`src/common/irlc_pkg.sv`:
```
package irlc_pkg;
   // ---------------------------------------------------------------
   // Status byte layout
   // ---------------------------------------------------------------
   localparam int STB_BUSY_BIT  = 4;
   localparam int STB_ERR_BIT   = 5;
   localparam int STB_RQS_BIT   = 6;
   localparam logic [3:0] CODE_NONE    = 4'h0;
   localparam logic [3:0] CODE_CMD_ERR = 4'h1;
   localparam logic [3:0] CODE_EXE_ERR = 4'h2;
   localparam logic [3:0] CODE_PWR_ON  = 4'h1;

   // Interface messages, decoded one per cycle
   typedef enum logic [3:0] {
      IRLC_MSG_NONE = 4'h0,
      IRLC_MSG_MLA  = 4'h1,
      IRLC_MSG_MTA  = 4'h2,
      IRLC_MSG_GTL  = 4'h3,
      IRLC_MSG_LLO  = 4'h4,
      IRLC_MSG_UNL  = 4'h5,
      IRLC_MSG_UNT  = 4'h6,
      IRLC_MSG_DCL  = 4'h7,
      IRLC_MSG_SDC  = 4'h8,
      IRLC_MSG_SPE  = 4'h9,
      IRLC_MSG_SPD  = 4'ha
   } irlc_msg_t;

   // Message strobe with its code
   typedef struct packed {
      logic      valid;
      irlc_msg_t code;
   } irlc_msg_req_t;

   // Pending event set
   typedef struct packed {
      logic pwr_on;
      logic cmd_err;
      logic exe_err;
   } irlc_evt_t;
endpackage : irlc_pkg

```
`src/rtl/irlc_sync.sv`:
```
`timescale 1ns/1ps
// Two-flop synchroniser for bus lines
module irlc_sync
   import irlc_pkg::*;
#(
   parameter int W = 2
) (
   input  wire logic         ref_clk,
   input  wire logic         nrst,
   input  wire logic [W-1:0] d,
   output logic      [W-1:0] q
);
   logic [W-1:0] meta_r;

   // ------------------------------------------------------------
   // First stage feeds only the second
   // ------------------------------------------------------------
   always_ff @(posedge ref_clk) begin
      if (!nrst) begin
         meta_r <= '0;
         q      <= '0;
      end else begin
         meta_r <= d;
         q      <= meta_r;
      end
   end
endmodule : irlc_sync

```
`src/rtl/irlc_ctrl.sv`:
```
`timescale 1ns/1ps
// How it works
// - Local state: only interface messages run; device commands raise an error event.
// - Remote state: addressed commands execute and the panel update strobe fires.
// - Manual panel change while remote returns the device to local.
// - While a waveform is sent, transfer lamp lit and acquisitions blocked.
// - No local lockout; LLO raises an error event instead.
// - REN plus own listen address: go remote, light addressed lamp.
// - REN false forces local and holds it there.
// - A REN-driven drop to local never aborts the command executing.
// - GTL sends a listen-addressed device to local, execution untouched.
// - UNL idles the listener; no commands accepted while idle.
// - UNT idles the talker; no data sent while idle.
// - IFC idles talker and listener and turns the addressed lamp off.
// - DCL discards pending input, output and unexecuted settings.
// - DCL clears all events but power-on; SRQ stays only for power-on.
// - SDC clears like DCL, only when listen-addressed.
// - SPE: talker sends status byte; SPD: back to normal output.
// - SRQ asserted at every power-on.
// - Serial variant supplies the same messages as coded strobes.
// - Status bit 4 set while a command executes.
// - SRQ reasserted until every event reported; each cleared on poll read.
module irlc_ctrl
   import irlc_pkg::*;
(
   input  wire logic          ref_clk,
   input  wire logic          nrst,
   input  wire logic          ren_pin,
   input  wire logic          ifc_pin,
   input  wire irlc_msg_req_t msg_req,
   input  wire logic          serial_mode,
   input  wire logic          cmd_valid,
   input  wire logic          cmd_done,
   input  wire logic          panel_change,
   input  wire logic          wave_busy,
   input  wire logic          talk_data_valid,
   input  wire logic [7:0]    talk_data,
   input  wire logic          stb_read,
   input  wire logic          rqs_on,
   output logic               cmd_accept,
   output logic               panel_update,
   output logic               bus_controlled_state,
   output logic               addr_lamp,
   output logic               xfer_lamp,
   output logic               acq_block,
   output logic               listen_active,
   output logic               talk_active,
   output logic               flush,
   output logic               srq,
   output logic               out_valid,
   output logic [7:0]         out_data,
   output logic               cmd_busy
);
   // -------------------------------------------------------------
   // Line synchronisers (serial variant has no hardware lines)
   // -------------------------------------------------------------
   logic [1:0] lines_s;
   logic       ren_s;
   logic       ifc_s;

   irlc_sync #(.W(2)) u_sync (
      .ref_clk (ref_clk),
      .nrst    (nrst),
      .d       ({ren_pin, ifc_pin}),
      .q       (lines_s)
   );

   // Serial variant: REN taken as asserted; GTL strobe drops remote
   assign ren_s = lines_s[1] | serial_mode;
   assign ifc_s = lines_s[0] & ~serial_mode;

   // -------------------------------------------------------------
   // Message decode
   // -------------------------------------------------------------
   logic m_mla, m_mta, m_gtl, m_llo, m_unl, m_unt;
   logic m_dcl, m_sdc, m_spe, m_spd, dev_clear;

   assign m_mla = msg_req.valid && msg_req.code == IRLC_MSG_MLA;
   assign m_mta = msg_req.valid && msg_req.code == IRLC_MSG_MTA;
   assign m_gtl = msg_req.valid && msg_req.code == IRLC_MSG_GTL;
   assign m_llo = msg_req.valid && msg_req.code == IRLC_MSG_LLO;
   assign m_unl = msg_req.valid && msg_req.code == IRLC_MSG_UNL;
   assign m_unt = msg_req.valid && msg_req.code == IRLC_MSG_UNT;
   assign m_dcl = msg_req.valid && msg_req.code == IRLC_MSG_DCL;
   assign m_sdc = msg_req.valid && msg_req.code == IRLC_MSG_SDC;
   assign m_spe = msg_req.valid && msg_req.code == IRLC_MSG_SPE;
   assign m_spd = msg_req.valid && msg_req.code == IRLC_MSG_SPD;

   assign dev_clear = m_dcl || (m_sdc && listen_active);

   // -------------------------------------------------------------
   // Listen and talk functions
   // -------------------------------------------------------------
   always_ff @(posedge ref_clk) begin
      if (!nrst) begin
         listen_active <= 1'b0;
      end else if (ifc_s || m_unl) begin
         listen_active <= 1'b0;
      end else if (m_mla) begin
         listen_active <= 1'b1;
      end
   end

   always_ff @(posedge ref_clk) begin
      if (!nrst) begin
         talk_active <= 1'b0;
      end else if (ifc_s || m_unt) begin
         talk_active <= 1'b0;
      end else if (m_mta) begin
         talk_active <= 1'b1;
      end
   end

   // -------------------------------------------------------------
   // Local / remote state
   // -------------------------------------------------------------
   always_ff @(posedge ref_clk) begin
      if (!nrst) begin
         bus_controlled_state <= 1'b0;
      end else if (!ren_s) begin
         bus_controlled_state <= 1'b0;
      end else if (panel_change && bus_controlled_state) begin
         bus_controlled_state <= 1'b0;
      end else if (m_gtl && listen_active) begin
         bus_controlled_state <= 1'b0;
      end else if (m_mla) begin
         bus_controlled_state <= 1'b1;
      end
   end

   // Lamp follows remote; IFC forces it dark
   always_ff @(posedge ref_clk) begin
      if (!nrst) begin
         addr_lamp <= 1'b0;
      end else if (ifc_s || !ren_s) begin
         addr_lamp <= 1'b0;
      end else if (m_mla) begin
         addr_lamp <= 1'b1;
      end else if (!bus_controlled_state) begin
         addr_lamp <= 1'b0;
      end
   end

   // -------------------------------------------------------------
   // Command execution; busy is independent of remote so a drop
   // to local never aborts the running command
   // -------------------------------------------------------------
   logic cmd_take;
   logic cmd_reject;

   assign cmd_take   = cmd_valid && !cmd_busy && listen_active
                       && bus_controlled_state && !dev_clear;
   assign cmd_reject = cmd_valid && !cmd_busy && listen_active
                       && !bus_controlled_state;
   assign cmd_accept = cmd_take;

   always_ff @(posedge ref_clk) begin
      if (!nrst) begin
         cmd_busy <= 1'b0;
      end else if (cmd_take) begin
         cmd_busy <= 1'b1;
      end else if (cmd_done) begin
         cmd_busy <= 1'b0;
      end
   end

   // Panel refresh pulse when a command completes
   always_ff @(posedge ref_clk) begin
      if (!nrst) begin
         panel_update <= 1'b0;
      end else begin
         panel_update <= cmd_busy && cmd_done;
      end
   end

   // Discard queues and unexecuted settings
   always_ff @(posedge ref_clk) begin
      if (!nrst) begin
         flush <= 1'b0;
      end else begin
         flush <= dev_clear;
      end
   end

   // -------------------------------------------------------------
   // Waveform transfer lamp and acquisition hold
   // -------------------------------------------------------------
   always_ff @(posedge ref_clk) begin
      if (!nrst) begin
         xfer_lamp <= 1'b0;
      end else begin
         xfer_lamp <= wave_busy && talk_active;
      end
   end
   assign acq_block = xfer_lamp;

   // -------------------------------------------------------------
   // Events: set wins over clear
   // -------------------------------------------------------------
   irlc_evt_t evt_r;
   logic      poll_r;
   logic      poll_take;
   logic      rep_pwr;
   logic      rep_cmd;
   logic      rep_exe;

   assign poll_take = stb_read && poll_r && talk_active;
   // Most serious first: power-on, then execution, then command
   assign rep_pwr = poll_take && evt_r.pwr_on;
   assign rep_exe = poll_take && !evt_r.pwr_on && evt_r.exe_err;
   assign rep_cmd = poll_take && !evt_r.pwr_on && !evt_r.exe_err && evt_r.cmd_err;

   always_ff @(posedge ref_clk) begin
      if (!nrst) begin
         evt_r.pwr_on <= 1'b1;
      end else if (rep_pwr) begin
         evt_r.pwr_on <= 1'b0;
      end
   end

   always_ff @(posedge ref_clk) begin
      if (!nrst) begin
         evt_r.cmd_err <= 1'b0;
      end else if (cmd_reject) begin
         evt_r.cmd_err <= 1'b1;
      end else if (dev_clear || rep_cmd) begin
         evt_r.cmd_err <= 1'b0;
      end
   end

   always_ff @(posedge ref_clk) begin
      if (!nrst) begin
         evt_r.exe_err <= 1'b0;
      end else if (m_llo) begin
         evt_r.exe_err <= 1'b1;
      end else if (dev_clear || rep_exe) begin
         evt_r.exe_err <= 1'b0;
      end
   end

   // SRQ stays while anything pending; RQS off still lets power-on out
   assign srq = evt_r.pwr_on
                || (rqs_on && (evt_r.cmd_err || evt_r.exe_err));

   // -------------------------------------------------------------
   // Serial poll mode
   // -------------------------------------------------------------
   always_ff @(posedge ref_clk) begin
      if (!nrst) begin
         poll_r <= 1'b0;
      end else if (m_spe) begin
         poll_r <= 1'b1;
      end else if (m_spd || ifc_s) begin
         poll_r <= 1'b0;
      end
   end

   logic [7:0] stb_nxt;

   always_comb begin
      stb_nxt = 8'h00;
      stb_nxt[STB_BUSY_BIT] = cmd_busy;
      if (evt_r.pwr_on) begin
         stb_nxt[3:0]         = CODE_PWR_ON;
         stb_nxt[STB_RQS_BIT] = 1'b1;
      end else if (evt_r.exe_err) begin
         stb_nxt[3:0]         = CODE_EXE_ERR;
         stb_nxt[STB_ERR_BIT] = 1'b1;
         stb_nxt[STB_RQS_BIT] = rqs_on;
      end else if (evt_r.cmd_err) begin
         stb_nxt[3:0]         = CODE_CMD_ERR;
         stb_nxt[STB_ERR_BIT] = 1'b1;
         stb_nxt[STB_RQS_BIT] = rqs_on;
      end else begin
         stb_nxt[3:0] = CODE_NONE;
      end
   end

   // -------------------------------------------------------------
   // Talker output: status byte in poll, data otherwise
   // -------------------------------------------------------------
   always_ff @(posedge ref_clk) begin
      if (!nrst) begin
         out_valid <= 1'b0;
         out_data  <= 8'h00;
      end else if (!talk_active || dev_clear) begin
         out_valid <= 1'b0;
         out_data  <= 8'h00;
      end else if (poll_r) begin
         out_valid <= 1'b1;
         out_data  <= stb_nxt;
      end else begin
         out_valid <= talk_data_valid;
         out_data  <= talk_data;
      end
   end

   // -------------------------------------------------------------
   // Checks
   // -------------------------------------------------------------
   a_ren_low_local: assert property (@(posedge ref_clk) disable iff (!nrst)
      !ren_s |=> !bus_controlled_state) else $error("remote while REN low");
   a_mla_goes_remote: assert property (@(posedge ref_clk) disable iff (!nrst)
      ren_s && m_mla && !panel_change && !ifc_s |=> bus_controlled_state && addr_lamp)
      else $error("listen address did not go remote");
   a_unl_idles: assert property (@(posedge ref_clk) disable iff (!nrst)
      m_unl |=> !listen_active) else $error("listener not idled");
   a_ifc_idles_all: assert property (@(posedge ref_clk) disable iff (!nrst)
      ifc_s |=> !listen_active && !talk_active && !addr_lamp)
      else $error("IFC left an active function");
   a_idle_no_data: assert property (@(posedge ref_clk) disable iff (!nrst)
      !talk_active |=> !out_valid) else $error("idle talker sent data");
   a_llo_err: assert property (@(posedge ref_clk) disable iff (!nrst)
      m_llo |=> evt_r.exe_err) else $error("LLO raised no error");
   a_dcl_keeps_pwr: assert property (@(posedge ref_clk) disable iff (!nrst)
      dev_clear && !m_llo && !cmd_reject |=> !evt_r.exe_err && !evt_r.cmd_err
      && evt_r.pwr_on == ($past(evt_r.pwr_on) && !$past(rep_pwr)))
      else $error("DCL clear wrong");
   a_busy_held: assert property (@(posedge ref_clk) disable iff (!nrst)
      cmd_busy && !cmd_done |=> cmd_busy) else $error("execution aborted");
   a_local_no_take: assert property (@(posedge ref_clk) disable iff (!nrst)
      !bus_controlled_state |-> !cmd_accept) else $error("command taken in local");
   a_poll_stb: assert property (@(posedge ref_clk) disable iff (!nrst)
      poll_r && talk_active && !dev_clear |=> out_valid
      && out_data[STB_BUSY_BIT] == $past(cmd_busy)) else $error("bad status byte");
   a_xfer_block: assert property (@(posedge ref_clk) disable iff (!nrst)
      wave_busy && talk_active |=> xfer_lamp && acq_block)
      else $error("acquisition not blocked");
endmodule : irlc_ctrl

```
`config.mk`:
```
export PLATFORM = sky130hd
export DESIGN_NAME = irlc_ctrl
export DESIGN_NICKNAME = d
export VERILOG_FILES = /design/src/common/irlc_pkg.sv /design/src/rtl/irlc_sync.sv /design/src/rtl/irlc_ctrl.sv
export SDC_FILE = /design/constraint.sdc
export NUM_CORES = 1
export LEC_CHECK = 0
export BUFFER_PORTS_ARGS = -buffer_cell sky130_fd_sc_hd__clkbuf_2
export CAP_MARGIN = 20
export CORE_ASPECT_RATIO = 0.6
export CORE_MARGIN = 3
export CORE_UTILIZATION = 40
export CTS_CLUSTER_DIAMETER = 40
export CTS_CLUSTER_SIZE = 25
export DETAILED_ROUTE_END_ITERATION = 6
export PLACE_DENSITY = 0.73
export SLEW_MARGIN = 15
export SYNTH_ARGS = -nofsm -noshare
export SYNTH_HDL_FRONTEND = slang
export SYNTH_SLANG_ARGS = --single-unit
```
`constraint.sdc`:
```
create_clock -name ref_clk -period 3 [get_ports ref_clk]
set_input_delay 0.6 -clock ref_clk [delete_from_list [all_inputs] [get_ports ref_clk]]
set_output_delay 0.6 -clock ref_clk [all_outputs]
set_load 0.05 [all_outputs]
```
==> reports/qor.txt <==
R2R setup slack -> 1.56 ns
post-synthesis sequential area ratio -> 49.4%
antenna violations before repair -> 0
area added between synthesis and finish -> 26.7%
Required @ worst endpoint -> 2.40 ns
first-pass GRT wire length -> 3.57 mm
syn nets -> 130
Final Setup Violations -> 0
number of sinks on the clock net -> 25
Total Die Area -> 0.00319 sq mm
number of inserted diodes -> 0
Die X -> 71.0 um
Post-synth top flop -> dfxtp_1
number of search-and-repair iterations in the first detailed-routing pass -> 4
Via Count -> 872
pins over their slew limit -> 0
remaining antenna violation count -> 0
fraction of layout cells with a size suffix above 1 -> 38.3%
die height -> 45.0 um
standard-cell rows -> 13
Root Buffer -> clkbuf_8
GR Layer Usage met3 -> 4.89%
P_leak -> 0.593 nW
final period demand of the worst path -> 2.26 ns
worst IR drop on VDD -> 0.205 mV
Cell Chain, Critical Path -> clkbuf_2, and4b_1, a22o_4, nor2_1, clkbuf_2
post-cts repair resize count -> 0
Bufs and invs on worst path -> 2
most used routing layer -> met2
grt met2 use -> 21.0%
critical path arrival -> 1.66 ns
# hold bufs at CTS -> 0
maximum number of pins on one net before global-route repair -> 20
Post-Route Setup TNS -> 0 ns
cell with the largest stage delay on the worst path -> clkbuf_2
worst setup path endpoint -> cmd_accept
post-route insts no fill -> 179
final clock period utilization by the worst path -> 75.3%
number of global-route vias before repair -> 788
DR WL/cell -> 12.3 um
yosys synthesis warning count -> 0
element type at the critical path start -> primary input
fmax -> 443 MHz
Initial Utilization -> 44.5%
number of design rule violations left after detail routing -> 0
TritonCTS clock tree -> yes
clock transition time at the flip-flop clock pins of the worst setup and hold paths -> 0.08 ns
number of enable-type register cells in the synthesized netlist -> 0
PwrDens -> 462 mW/mm^2
worst slew slack as a fraction of its limit -> 61.5%
Critical Path Source -> msg_req[1]
hpwl dp -> 1.71 mm
setup repair after global routing missed its margin -> false
DRT iter0 DRCs -> 50
weighted congestion reported at the end of routability-driven placement -> 0.840
count of unique library cells instantiated by Yosys -> 31
max cap viols -> 0
post-synth design cell area -> 0.00101 sq mm
worst slack after detailed placement -> 0.743 ns
WHS -> 0.438 ns
transition time of the tightest slew-check pin -> 0.577 ns
placed cell count -> 175
buffers from clock root to sink, at most -> 2
worst min-delay path category -> reg2reg
highest net fanout along the worst path -> 6
Reg2Reg Launch Point -> poll_r
final worst setup slack -> 0.740 ns
count of final hold-check violations -> 0
Max H-tree Level -> 1
Worst Clk Skew -> 0.00162 ns
status -> finished, final reports clean
Fill cells -> 244
Synth Instances -> 105
overall track demand over capacity in global routing -> 14.3%
worst stage delay on the critical path -> 0.29 ns
most frequent cell on the critical path -> clkbuf_2
logic depth of the worst setup path including buffers -> 5
R2R Path End -> evt_r[1]
final layout net count -> 175
kind of capture point of the worst setup path -> output port
I/O pin count -> 45
worst setup path class -> in2out
launch point of the worst hold path -> u_sync.meta_r[0]
worst reg-to-reg path cell count -> 4
area of the core region -> 0.00228 sq mm
TritonCTS buffer count -> 3
proportion of register bits with asynchronous set or reset after synthesis -> 0%
number of buffers added on ports -> 44
top cell family by delay on the critical path -> buffers and inverters
Post CTS Setup Buffer Count -> 0
total routed wirelength -> 2.19 mm
mean post-synth cell area -> 9.65 sq um
later-pin clock latency in the skew report -> 0.26 ns
met1 usage in global routing -> 19.3%
aggregate global routing overflow -> 0
post-DR vias/cell -> 4.87
number of synthesized register bits -> 25
-- cell type report --
type	count	area [sq um]	area share, %
flip-flops and latches	25	500	39.0
repair buffers	44	220	17.2
clock inverters	1	5.00	0.390
well taps	30	37.5	2.92
inverters	2	7.51	0.585
clock buffers	3	41.3	3.22
multi-input cells	74	472	36.7
-- routing by layer --
metal	part of all wire [%]	vias up	wire [um]
met2	45	38	981
met4	0	0	0
li1	-	455	-
met1	46	379	1010
met5	0	-	0
met3	9.3	0	205
-- kinds of logic (layout without fill, tap and decap cells) --
logic type / Yosys count / after routing / share of synthesized area (%)
DFF: 25 / 25 / 49.4
muxes: 1 / 1 / 0.988
AOI/OAI and AO/OA: 21 / 21 / 14.1
buffers and inverters: 6 / 50 / 4.07
and+or+nand+nor: 52 / 52 / 31.5
-- where the power goes --
group | internal [W] | total [W] | switching, W
combinational | 0.0000244 | 0.0000558 | 0.0000314
sequential | 0.000338 | 0.000343 | 0.00000555
clock | 0.0000927 | 0.000195 | 0.000102
-- worst min path at each step --
| stage | endpoint | slack, ns | cells past startpoint |
|---|---|---|---|
| after floorplan | u_sync.q[0] | 0.41 | 1 |
| after global placement | u_sync.q[1] | 0.42 | 1 |
| after detailed placement | u_sync.q[0] | 0.42 | 1 |
| after CTS | u_sync.q[0] | 0.44 | 1 |
| after global routing | u_sync.q[0] | 0.47 | 1 |
| final | u_sync.q[0] | 0.44 | 1 |
-- synthesized netlist by cell type, types with 2 or more instances --
cell type | n | share of area, %
o211ai_1 | 2 | 1.5
nand2b_1 | 4 | 2.5
nand3_1 | 5 | 2.5
inv_1 | 2 | 0.74
and3_1 | 2 | 1.2
and4b_1 | 2 | 2.0
dfxtp_1 | 25 | 49
nand3b_1 | 2 | 1.5
o21ai_0 | 7 | 3.5
and2_1 | 4 | 2.5
nor3b_2 | 3 | 3.7
a21oi_1 | 6 | 3.0
nor2_1 | 10 | 3.7
buf_6 | 2 | 2.2
nor2b_1 | 4 | 2.5
nand2_1 | 10 | 3.7
-- per-stage QoR --
stage	util [%]	instance area, sq um	total power, W
6_report	56.4	1280	0.000594
4_1_cts	56.4	1280	0.000600
3_3_place_gp	54.3	1240	0.000405
3_5_place_dp	54.3	1240	0.000407
5_1_grt	56.4	1280	0.000622
2_1_floorplan	-	1010	0.000383
-- worst reg2reg max path, delay by kind of cell, from the launching register on --
family	cells	cell delay (ns)
compound gates	2	0.25
flops	1	0.69
simple gates	2	0.39
-- state kept, by name (all words and copies together) (netlist names) --
register              count
acq_block                 1
addr_lamp                 1
bus_controlled_state      1
cmd_busy                  1
evt_r                     3
flush                     1
listen_active             1
out_data                  8
out_valid                 1
panel_update              1
poll_r                    1
talk_active               1
u_sync.meta_r             2
u_sync.q                  2
-- cell usage in the layout (no fill, tap or decap), drive strengths merged --
master,instances
nand2b,4
and3,2
and2,5
dfxtp,25
clkbuf,47
o21ai,7
a21oi,6
nor3b,3
and3b,1
o211ai,2
nand4b,1
a211oi,2
a32o,1
nand4,1
a22o,1
nor2,10
o22ai,1
and4b,2
inv,2
a32oi,1
nand2,10
clkinv,1
nand3,5
nand3b,3
nor2b,4
mux2i,1
or2,1
Power figures use the tool's default switching activity.
